`src/sfrm_consts.svh`:
```
// constants of the supply fault response manager
// Overview of operation
// - bit 14 tags channel local or group
// - group channel fault acts on all group channels
// - only group channels obey external trip pin
// - no enable while overvoltage or overtemperature present
// - group enable needs clean group and idle pin
// - qualify field filters excursions: 0,2,3,4 ms
// - temperature and sequencing faults skip the filter
// - two-bit action field per fault type
// - faulting channel action applies to whole group
// - enabled temperature sensor faults are ORed
// - group takes worst overtemperature action, locals own
// - record faults when enabled, except action 00
// - one voltage record until clear or disable
// - one record per sensor; sequencing always recorded
// - action 11: status, record, keep running
// - action 10: group off, wait, restart
// - retry holds trip pin until clean and waited
// - action 01: latch group off, assert pin
// - action 00: status bit only
// - alert on each newly set status bit
// - restart wait starts after last group channel off
// - zero restart wait skips the wait and restarts once the group is clean
`ifndef SFRM_CONSTS_SVH
`define SFRM_CONSTS_SVH
`define SFRM_CFG_RESET 16'h0000
`define SFRM_REC_EN_BIT 15
`define SFRM_GROUP_BIT 14
`define SFRM_QUAL_HI 13
`define SFRM_QUAL_LO 12
`define SFRM_OT_HI 7
`define SFRM_OT_LO 6
`define SFRM_TON_HI 5
`define SFRM_TON_LO 4
`define SFRM_UV_HI 3
`define SFRM_UV_LO 2
`define SFRM_OV_HI 1
`define SFRM_OV_LO 0
`define SFRM_QUAL_MS_01 3'h2
`define SFRM_QUAL_MS_10 3'h3
`define SFRM_QUAL_MS_11 3'h4
`define SFRM_CLK_HZ 20000000
`define SFRM_MS_PER_S 1000
`endif

```
`src/sfrm_pkg.sv`:
```
// types of the supply fault response manager
package sfrm_pkg;
   typedef enum logic [1:0] {
      ACT_IGNORE = 2'h0,
      ACT_LATCH = 2'h1,
      ACT_RETRY = 2'h2,
      ACT_REPORT = 2'h3
   } sfrm_act_t;
   typedef enum logic [4:0] {
      ST_IDLE = 5'h01,
      ST_SHUT = 5'h02,
      ST_WAIT = 5'h04,
      ST_HOLD = 5'h08,
      ST_LATCH = 5'h10
   } sfrm_state_t;
endpackage : sfrm_pkg

```
`src/sfrm_qual.sv`:
```
// excursion persistence filter for one limit comparator
`timescale 1ns/1ps
`include "sfrm_consts.svh"
module sfrm_qual (
   input wire logic core_clk,
   input wire logic sys_rst,
   input wire logic ms_tick,
   input wire logic raw,
   input wire logic [1:0] sel,
   output logic qual
);
   logic [2:0] cnt;
   logic [2:0] limit;

   always_comb begin
      unique case (sel)
         2'h0: limit = 3'h0;
         2'h1: limit = `SFRM_QUAL_MS_01;
         2'h2: limit = `SFRM_QUAL_MS_10;
         2'h3: limit = `SFRM_QUAL_MS_11;
      endcase
   end

   // ms granularity: persistence may run up to one tick short
   always_ff @(posedge core_clk or posedge sys_rst) begin
      if (sys_rst) begin
         cnt <= 3'h0;
         qual <= 1'b0;
      end else if (!raw) begin
         cnt <= 3'h0;
         qual <= 1'b0;
      end else begin
         if (ms_tick && cnt < limit) begin
            cnt <= cnt + 3'h1;
         end
         qual <= (cnt >= limit);
      end
   end
endmodule : sfrm_qual

```
`src/sfrm_timer.sv`:
```
// millisecond down-counter with a one-cycle done pulse
`timescale 1ns/1ps
module sfrm_timer #(
   parameter int W = 16
) (
   input wire logic core_clk,
   input wire logic sys_rst,
   input wire logic ms_tick,
   input wire logic load,
   input wire logic [W-1:0] load_val,
   output logic done
);
   logic [W-1:0] cnt;
   logic busy;

   always_ff @(posedge core_clk or posedge sys_rst) begin
      if (sys_rst) begin
         cnt <= '0;
         busy <= 1'b0;
         done <= 1'b0;
      end else begin
         done <= 1'b0;
         if (load) begin
            cnt <= load_val;
            busy <= 1'b1;
         end else if (busy && ms_tick) begin
            if (cnt <= W'(1)) begin
               busy <= 1'b0;
               done <= 1'b1;
            end else begin
               cnt <= cnt - W'(1);
            end
         end
      end
   end
endmodule : sfrm_timer

```
`src/sfrm_fault_manager.sv`:
```
// fault qualification, response and enable control for all supply channels
`timescale 1ns/1ps
`include "sfrm_consts.svh"
module sfrm_fault_manager import sfrm_pkg::*; #(
   parameter int NCH = 16,
   parameter int NTS = 5,
   parameter int MS_CYCLES = `SFRM_CLK_HZ / `SFRM_MS_PER_S
) (
   input wire logic core_clk,
   input wire logic sys_rst,
   input wire logic cfg_wr,
   input wire logic [3:0] cfg_chan,
   input wire logic [15:0] cfg_wdata,
   input wire logic [3:0] cfg_rd_chan,
   output logic [15:0] cfg_rdata,
   input wire logic [NCH-1:0] seq_on_req,
   input wire logic [NCH-1:0] ov_raw,
   input wire logic [NCH-1:0] uv_raw,
   input wire logic [NCH-1:0] ton_fault,
   input wire logic [NTS-1:0] temp_fault_pin,
   input wire logic [NTS-1:0] temp_sensor_en,
   input wire logic clear_faults,
   input wire logic off_all_now,
   input wire logic [15:0] power_down_spacing,
   input wire logic [15:0] restart_wait,
   input wire logic group_pin_en,
   input wire logic alert_en,
   input wire logic group_trip_in,
   output logic group_trip_out,
   output logic group_trip_oe,
   output logic [NCH-1:0] supply_enable_out,
   output logic [NCH-1:0] ov_status,
   output logic [NCH-1:0] uv_status,
   output logic [NCH-1:0] ton_status,
   output logic ot_status,
   output logic alert,
   output logic [NCH-1:0] record_ov,
   output logic [NCH-1:0] record_uv,
   output logic [NCH-1:0] record_ton,
   output logic [NTS-1:0] record_ot
);
   localparam int MSW = $clog2(MS_CYCLES);

   // --------------------------------------------------------------
   // declarations
   // --------------------------------------------------------------
   logic [15:0] cfg [NCH];
   logic [MSW-1:0] ms_cnt;
   logic ms_tick;
   logic trip_meta, trip_sync;
   logic [NTS-1:0] ts_meta, ts_sync, ts_prev;
   logic [NTS-1:0] ts_now, ts_evt;
   logic ot_now, ot_prev, ot_evt;
   logic pin_active;
   logic [NCH-1:0] ov_q, uv_q, ov_prev, uv_prev, ov_evt, uv_evt;
   logic [NCH-1:0] is_grp, rec_en, respond, own_latch, own_retry;
   logic [NCH-1:0] ov_blk, uv_blk;
   logic [NTS-1:0] ot_blk;
   logic [NCH-1:0] local_latched, local_hold, grp_kill;
   logic [NCH-1:0] grp_on, next_en, forced_off, start_ok;
   logic [1:0] ov_code [NCH];
   logic [1:0] uv_code [NCH];
   logic [1:0] ton_code [NCH];
   logic [1:0] ot_code [NCH];
   logic [1:0] grp_ot_act;
   logic ot_rec_any, grp_fault_any, grp_latch_req, grp_retry_req;
   logic latch_mode, new_status;
   sfrm_state_t st;
   logic sp_load, sp_done, rw_load, rw_done, lr_done;
   logic [15:0] sp_val;

   function automatic logic [1:0] sev(input logic [1:0] a);
      unique case (a)
         ACT_LATCH: sev = 2'h3;
         ACT_RETRY: sev = 2'h2;
         ACT_REPORT: sev = 2'h1;
         ACT_IGNORE: sev = 2'h0;
      endcase
   endfunction : sev

   // --------------------------------------------------------------
   // configuration store and read-back
   // --------------------------------------------------------------
   always_ff @(posedge core_clk or posedge sys_rst) begin
      if (sys_rst) begin
         for (int i = 0; i < NCH; i++) begin
            cfg[i] <= `SFRM_CFG_RESET;
         end
      end else if (cfg_wr) begin
         cfg[cfg_chan] <= cfg_wdata;
      end
   end

   always_ff @(posedge core_clk or posedge sys_rst) begin
      if (sys_rst) begin
         cfg_rdata <= 16'h0000;
      end else begin
         cfg_rdata <= cfg[cfg_rd_chan] & 16'hF0FF;
      end
   end

   // --------------------------------------------------------------
   // millisecond tick and pin synchronisers
   // --------------------------------------------------------------
   always_ff @(posedge core_clk or posedge sys_rst) begin
      if (sys_rst) begin
         ms_cnt <= '0;
         ms_tick <= 1'b0;
      end else begin
         ms_tick <= (ms_cnt == MSW'(MS_CYCLES - 1));
         ms_cnt <= (ms_cnt == MSW'(MS_CYCLES - 1)) ? '0 : ms_cnt + MSW'(1);
      end
   end

   always_ff @(posedge core_clk or posedge sys_rst) begin
      if (sys_rst) begin
         trip_meta <= 1'b0;
         trip_sync <= 1'b0;
         ts_meta <= '0;
         ts_sync <= '0;
         ts_prev <= '0;
         ot_prev <= 1'b0;
         ov_prev <= '0;
         uv_prev <= '0;
      end else begin
         trip_meta <= group_trip_in;
         trip_sync <= trip_meta;
         ts_meta <= temp_fault_pin;
         ts_sync <= ts_meta;
         ts_prev <= ts_now;
         ot_prev <= ot_now;
         ov_prev <= ov_q;
         uv_prev <= uv_q;
      end
   end

   // the pin is only ours to obey while the group drives nothing itself
   assign pin_active = trip_sync & group_pin_en & (st == ST_IDLE);
   assign ts_now = ts_sync & temp_sensor_en;
   assign ts_evt = ts_now & ~ts_prev;
   assign ot_now = |ts_now;
   assign ot_evt = ot_now & ~ot_prev;
   assign ov_evt = ov_q & ~ov_prev;
   assign uv_evt = uv_q & ~uv_prev;

   // --------------------------------------------------------------
   // per channel field decode and qualification
   // --------------------------------------------------------------
   for (genvar c = 0; c < NCH; c++) begin : g_ch
      logic [1:0] qsel;
      assign qsel = cfg[c][`SFRM_QUAL_HI:`SFRM_QUAL_LO];
      assign is_grp[c] = cfg[c][`SFRM_GROUP_BIT];
      assign rec_en[c] = cfg[c][`SFRM_REC_EN_BIT];
      assign ov_code[c] = cfg[c][`SFRM_OV_HI:`SFRM_OV_LO];
      assign uv_code[c] = cfg[c][`SFRM_UV_HI:`SFRM_UV_LO];
      assign ton_code[c] = cfg[c][`SFRM_TON_HI:`SFRM_TON_LO];
      assign ot_code[c] = cfg[c][`SFRM_OT_HI:`SFRM_OT_LO];
      sfrm_qual u_ov (
         .core_clk(core_clk),
         .sys_rst(sys_rst),
         .ms_tick(ms_tick),
         .raw(ov_raw[c]),
         .sel(qsel),
         .qual(ov_q[c])
      );
      sfrm_qual u_uv (
         .core_clk(core_clk),
         .sys_rst(sys_rst),
         .ms_tick(ms_tick),
         .raw(uv_raw[c]),
         .sel(qsel),
         .qual(uv_q[c])
      );
   end

   // --------------------------------------------------------------
   // action selection
   // --------------------------------------------------------------
   always_comb begin
      logic [1:0] ota;
      ota = 2'h0;
      grp_ot_act = ACT_IGNORE;
      ot_rec_any = 1'b0;
      for (int i = 0; i < NCH; i++) begin
         if (is_grp[i] && sev(ot_code[i]) > sev(grp_ot_act)) begin
            grp_ot_act = ot_code[i];
         end
         ot_rec_any = ot_rec_any | (rec_en[i] & (ot_code[i] != ACT_IGNORE));
      end
      for (int i = 0; i < NCH; i++) begin
         ota = is_grp[i] ? grp_ot_act : ot_code[i];
         respond[i] = ov_evt[i] | uv_evt[i] | ton_fault[i] | ot_evt;
         own_latch[i] = (ov_evt[i] && ov_code[i] == ACT_LATCH)
            || (uv_evt[i] && uv_code[i] == ACT_LATCH)
            || (ton_fault[i] && ton_code[i] == ACT_LATCH)
            || (ot_evt && ota == ACT_LATCH);
         own_retry[i] = (ov_evt[i] && ov_code[i] == ACT_RETRY)
            || (uv_evt[i] && uv_code[i] == ACT_RETRY)
            || (ton_fault[i] && ton_code[i] == ACT_RETRY)
            || (ot_evt && ota == ACT_RETRY);
      end
   end

   // one group member's action becomes the action of every member
   assign grp_latch_req = |(own_latch & is_grp);
   assign grp_retry_req = |(own_retry & is_grp);
   assign grp_fault_any = (|(is_grp & (ov_q | uv_q))) | ot_now;
   assign grp_on = is_grp & supply_enable_out & ~grp_kill;

   // --------------------------------------------------------------
   // group shutdown, wait and restart sequence
   // --------------------------------------------------------------
   always_comb begin
      sp_load = 1'b0;
      rw_load = 1'b0;
      if (st == ST_IDLE && (grp_latch_req || grp_retry_req)) begin
         sp_load = 1'b1;
      end else if (st == ST_SHUT && sp_done && grp_on != '0) begin
         sp_load = 1'b1;
      end else if (st == ST_SHUT && grp_on == '0 && !latch_mode && restart_wait != 16'h0000) begin
         rw_load = 1'b1;
      end
   end
   assign sp_val = power_down_spacing;

   always_ff @(posedge core_clk or posedge sys_rst) begin
      if (sys_rst) begin
         st <= ST_IDLE;
         latch_mode <= 1'b0;
         grp_kill <= '0;
      end else begin
         unique case (st)
            ST_IDLE: begin
               if (grp_latch_req || grp_retry_req) begin
                  st <= ST_SHUT;
                  latch_mode <= grp_latch_req;
                  // either all at once or the lowest channel first
                  grp_kill <= off_all_now ? grp_on : (grp_on & (~grp_on + NCH'(1)));
               end
            end
            ST_SHUT: begin
               latch_mode <= latch_mode | grp_latch_req;
               if (grp_on == '0) begin
                  if (latch_mode) begin
                     st <= ST_LATCH;
                  end else if (restart_wait == 16'h0000) begin
                     st <= ST_HOLD;
                  end else begin
                     st <= ST_WAIT;
                  end
               end else if (sp_done) begin
                  grp_kill <= grp_kill | (grp_on & (~grp_on + NCH'(1)));
               end
            end
            ST_WAIT: begin
               if (grp_latch_req) begin
                  st <= ST_LATCH;
               end else if (rw_done) begin
                  st <= ST_HOLD;
               end
            end
            ST_HOLD: begin
               if (grp_latch_req) begin
                  st <= ST_LATCH;
               end else if (!grp_fault_any) begin
                  st <= ST_IDLE;
                  grp_kill <= '0;
               end
            end
            ST_LATCH: begin
               // a fault in the clearing cycle keeps the group latched
               if (clear_faults && !(grp_latch_req || grp_retry_req)) begin
                  st <= ST_IDLE;
                  grp_kill <= '0;
               end
            end
         endcase
      end
   end

   sfrm_timer u_spacing (
      .core_clk(core_clk),
      .sys_rst(sys_rst),
      .ms_tick(ms_tick),
      .load(sp_load),
      .load_val(sp_val),
      .done(sp_done)
   );

   sfrm_timer u_restart (
      .core_clk(core_clk),
      .sys_rst(sys_rst),
      .ms_tick(ms_tick),
      .load(rw_load),
      .load_val(restart_wait),
      .done(rw_done)
   );

   // local retries share one wait; a later retry extends the earlier ones
   sfrm_timer u_local (
      .core_clk(core_clk),
      .sys_rst(sys_rst),
      .ms_tick(ms_tick),
      .load(|(own_retry & ~is_grp)),
      .load_val(restart_wait),
      .done(lr_done)
   );

   always_ff @(posedge core_clk or posedge sys_rst) begin
      if (sys_rst) begin
         local_latched <= '0;
         local_hold <= '0;
      end else begin
         local_latched <= (clear_faults ? '0 : local_latched) | (own_latch & ~is_grp);
         local_hold <= (lr_done ? '0 : local_hold) | (own_retry & ~is_grp);
      end
   end

   // --------------------------------------------------------------
   // supply enables and trip pin
   // --------------------------------------------------------------
   assign forced_off = local_latched | local_hold
      | (is_grp & (grp_kill | {NCH{pin_active}}));
   assign start_ok = ~ov_q & {NCH{~ot_now}}
      & (~is_grp | {NCH{~grp_fault_any & ~pin_active & (st == ST_IDLE)}});
   // a running supply stays on through report-only faults
   assign next_en = seq_on_req & ~forced_off & (supply_enable_out | start_ok);

   always_ff @(posedge core_clk or posedge sys_rst) begin
      if (sys_rst) begin
         supply_enable_out <= '0;
         group_trip_out <= 1'b0;
         group_trip_oe <= 1'b0;
      end else begin
         supply_enable_out <= next_en;
         group_trip_out <= 1'b0;
         group_trip_oe <= (st != ST_IDLE);
      end
   end

   // --------------------------------------------------------------
   // status bits and alert
   // --------------------------------------------------------------
   assign new_status = |(ov_evt & ~ov_status) | |(uv_evt & ~uv_status)
      | |(ton_fault & ~ton_status) | (ot_evt & ~ot_status);

   always_ff @(posedge core_clk or posedge sys_rst) begin
      if (sys_rst) begin
         ov_status <= '0;
         uv_status <= '0;
         ton_status <= '0;
         ot_status <= 1'b0;
         alert <= 1'b0;
      end else begin
         ov_status <= (clear_faults ? '0 : ov_status) | ov_evt;
         uv_status <= (clear_faults ? '0 : uv_status) | uv_evt;
         ton_status <= (clear_faults ? '0 : ton_status) | ton_fault;
         ot_status <= (ot_status & ~clear_faults) | (ot_evt & |respond);
         alert <= alert_en & ((alert & ~clear_faults) | new_status);
      end
   end

   // --------------------------------------------------------------
   // record requests
   // --------------------------------------------------------------
   always_ff @(posedge core_clk or posedge sys_rst) begin
      if (sys_rst) begin
         record_ov <= '0;
         record_uv <= '0;
         record_ton <= '0;
         record_ot <= '0;
         ov_blk <= '0;
         uv_blk <= '0;
         ot_blk <= '0;
      end else begin
         for (int i = 0; i < NCH; i++) begin
            record_ov[i] <= ov_evt[i] & rec_en[i] & (ov_code[i] != ACT_IGNORE) & ~ov_blk[i];
            record_uv[i] <= uv_evt[i] & rec_en[i] & (uv_code[i] != ACT_IGNORE) & ~uv_blk[i];
            record_ton[i] <= ton_fault[i] & rec_en[i] & (ton_code[i] != ACT_IGNORE);
         end
         ov_blk <= ((clear_faults ? '0 : ov_blk) & supply_enable_out)
            | (ov_evt & rec_en);
         uv_blk <= ((clear_faults ? '0 : uv_blk) & supply_enable_out) | (uv_evt & rec_en);
         record_ot <= ts_evt & ~ot_blk & {NTS{ot_rec_any}};
         ot_blk <= (clear_faults ? '0 : ot_blk) | (ts_evt & {NTS{ot_rec_any}});
      end
   end
endmodule : sfrm_fault_manager

```
`config.mk`:
```
export PLATFORM = sky130hd
export DESIGN_NAME = sfrm_fault_manager
export DESIGN_NICKNAME = d
export VERILOG_FILES = /design/src/sfrm_pkg.sv /design/src/sfrm_qual.sv /design/src/sfrm_timer.sv /design/src/sfrm_fault_manager.sv
export VERILOG_INCLUDE_DIRS = /design/src
export SDC_FILE = /design/constraint.sdc
export NUM_CORES = 2
export LEC_CHECK = 0
export ABC_AREA = 1
export BUFFER_PORTS_ARGS = -buffer_cell sky130_fd_sc_hd__buf_2
export CAP_MARGIN = 20
export CELL_PAD_IN_SITES_DETAIL_PLACEMENT = 1
export CELL_PAD_IN_SITES_GLOBAL_PLACEMENT = 2
export CORE_MARGIN = 4
export CORE_UTILIZATION = 38
export CTS_BUF_LIST = sky130_fd_sc_hd__clkbuf_4
export DETAILED_ROUTE_END_ITERATION = 6
export GPL_ROUTABILITY_DRIVEN = 0
export HOLD_SLACK_MARGIN = 0.05
export PLACE_DENSITY_LB_ADDON = 0.1
export RECOVER_POWER = 100
export SETUP_SLACK_MARGIN = 0.2
export SYNTH_ARGS = -nofsm -noshare
export SYNTH_HDL_FRONTEND = slang
export SYNTH_SLANG_ARGS = --single-unit
export TNS_END_PERCENT = 1
```
`constraint.sdc`:
```
create_clock -name core_clk -period 27.7 [get_ports core_clk]
set_clock_uncertainty 0.15 [all_clocks]
set_input_delay 5.54 -clock core_clk [delete_from_list [all_inputs] [get_ports core_clk]]
set_output_delay 5.54 -clock core_clk [all_outputs]
set_load 0.005 [all_outputs]
```
==> metrics.txt <==
outcome complete, but fails checks; failing checks max-capacitance violations, max-slew violations; register area share after synthesis 45.7%; Hold Path Class reg -> reg; slowest cell delay on critical path around 1100 ps; CP startpoint kind register; first-pass GRT wire length 201 mm; largest net degree at the start of global routing approximately 110; initial antenna violation count 12; post-synth top area share about 46%; Avg Inst Size Synth roughly 8.1 um^2; WS Path Type reg -> reg; DR iter-0 viols ~2.0k; Post-CTS Setup Inserts 0; setup violators final 0; Setup Total Neg Slack 0 ps; Hold Slack about 190 ps; final hold violation count 0; top cells by area, synth dfrtp_1 (46%), nand2_1 (10%), ha_1 (8.3%), inv_1 (5.9%), o21ai_0 (5.9%); total track usage a little over a quarter; Worst Tran Pin Value about 5000 ps; Non-Filler Instances between 6k and 7k; core footprint between 90,000 and 100,000 um^2; maximum operating frequency between 0.04 and 0.05 GHz; area leader, netlist dfrtp_1; number of vias per cell about 5.2; placed cells about 5.9k; Worst setup EP type register; I/O pin cnt approximately 280; Worst path most repeated cell nand2_1; worst path required time roughly 28,000 ps; Worst Path Max Fanout 19; EDFF count, synth 0; cell area after synthesis 36,300 um^2; slew margin rel. -237%; WL per Instance around 21 um; P&R area growth vs syn 12.5%; Die Span Y 317 um; area taken by multi-input logic gates between 15,000 and 20,000 um^2; vias in the first global route between 30k and 40k; later-pin clock latency in the skew report between 1000 and 1500 ps; commonest non-fill, non-tap cell in the layout nand2_1; met3 usage 5.94%; maxcap violations 14; DRT Wirelength between 100 and 150 mm; WP data arrival ~24,000 ps; Final min period between 20,000 and 25,000 ps; flops & latches, synth 663; Top Usage Layer GRT met2; Synth warnings 0; row cnt 113; Async S/R FF share, synth 100%; met2 Track Usage GR a little over two fifths; Starting Density a little under two fifths; pins over their slew limit between 800 and 900; Detailed Place HPWL 100 mm; FF+latch area approximately 17,000 um^2; die footprint between 100,000 and 150,000 um^2; clock sinks roughly 660; CTS tree built; H-tree depth 4; Synth Flop Type dfrtp_1; CTS root buf clkbuf_4; grt ovf 0; library cells used by synthesis 60; Crit-path slowest cell nor2_1; maximum clock insertion buffer count 3; fillers 11.8k; met1 usage between 30% and 40%; share of cells above drive strength 1 roughly a tenth; Reg clk slew, reported paths roughly 60 ps; Util after Layout between 40% and 50%; CTS buffer count 192; RSZ-0062 raised after global routing false; most frequent cells in the layout nand2_1 (1,029), dfrtp_1 (661), inv_1 (576); Cells after Synth around 4.5k; via count about 33k; NumNets Final 5,187; die width between 300 and 400 um; Routed Antenna Nets 0; Resized cells post-CTS 0; DRT Pass-1 Iters 5; Period Utilization, post-route a little over four fifths; drt drc 0; Hold Buf Count CTS 0; PortBufs around 270
## worst paths after layout
check | cells past startpoint | startpoint | to | slack (ps)
max reg2reg | 128 | cfg[254]$_DFFE_PP0P_ | u_local.cnt[13]$_DFFE_PP0P_ | 4650
min | 0 | trip_meta$_DFF_PP0_ | trip_sync$_DFF_PP0_ | 190
max in group asynchronous | 5 | sys_rst | ms_tick$_DFF_PP0_ | 11800
min in group asynchronous | 2 | sys_rst | ov_prev[0]$_DFF_PP0_ | 5870
min reg2reg | 0 | trip_meta$_DFF_PP0_ | trip_sync$_DFF_PP0_ | 190
max | 128 | cfg[254]$_DFFE_PP0P_ | u_local.cnt[13]$_DFFE_PP0P_ | 4650
## final cells by class
class / instances / share of cell area (%)
flip-flops and latches: 663 / 40.6
multi-input cells: 3072 / 41.0
repair buffers: 294 / 3.17
clock inverters: 66 / 0.817
clock buffers: 279 / 5.12
well taps: 1265 / 3.87
inverters: 584 / 5.39
diodes: 11 / 0.0673
## layer usage
layer	share of wire (%)	wire length (um)
met1	46	60600
met2	45	59700
met3	6.2	8220
met4	2.7	3620
met5	0.057	75
## cell families after synthesis
| group | synth area share, % |
|---|---|
| simple gates | 22.5 |
| compound gates | 13.8 |
| buf+inv | 7.94 |
| flops | 45.7 |
| fa+ha+maj | 8.33 |
| xor+xnor | 1.61 |
| mux | 0.138 |
| other cells | 0.0103 |
## cell usage after synthesis (2+ instances only)
master,n
buf_4,9
inv_2,3
buf_6,4
nand3_4,3
nor4_1,19
o2111ai_1,2
nand2_2,27
a21oi_4,2
nand2_1,1008
o21ai_0,427
or2_2,3
nand2_8,2
dfrtp_1,662
nor2_1,288
buf_1,9
o21a_1,2
inv_1,576
buf_2,9
a21oi_1,222
clkbuf_1,121
a211oi_1,55
nor3_1,120
o31ai_1,16
o21ai_1,23
nand4_1,58
xor2_1,31
nand3_1,276
nor2_2,3
a311oi_1,16
a31oi_1,23
xnor2_1,36
nand3_2,46
o221ai_1,19
mux2i_1,5
a32o_1,2
and3_1,2
inv_4,2
o211ai_1,31
ha_1,242
nor2_8,2
o22ai_1,44
## state kept, by name (all words and copies together) (netlist names), 16 cells and up
register and flops:
record_ov 16, grp_kill 16, record_uv 16, cfg 192, uv_status 16, g_ch.u_ov.cnt 48, g_ch.u_uv.cnt 48, ov_prev 16
local_hold 16, record_ton 16, supply_enable_out 16, ton_status 16, uv_blk 16, u_restart.cnt 16, g_ch.u_ov.qual 16, u_spacing.cnt 16
g_ch.u_uv.qual 16, local_latched 16, ov_status 16, uv_prev 16, u_local.cnt 16, ov_blk 16
## critical path, delay by kind of cell, from the launching register on
family	cells	cell delay, ps
xor+xnor	14	2490
fa+ha+maj	15	4230
flops	1	320
buf+inv	15	2630
simple gates	77	11670
compound gates	7	1410
## metrics by stage
step,cell area (um^2),worst slack [ps]
after CTS,41200,6510
after detailed placement,38800,6680
after global placement,38800,6890
after global routing,40900,2140
final,40900,4650
after floorplan,36400,3430
Power is not shown: default switching activity piles up to over one toggle a cycle in this logic, so the estimate is an artifact.
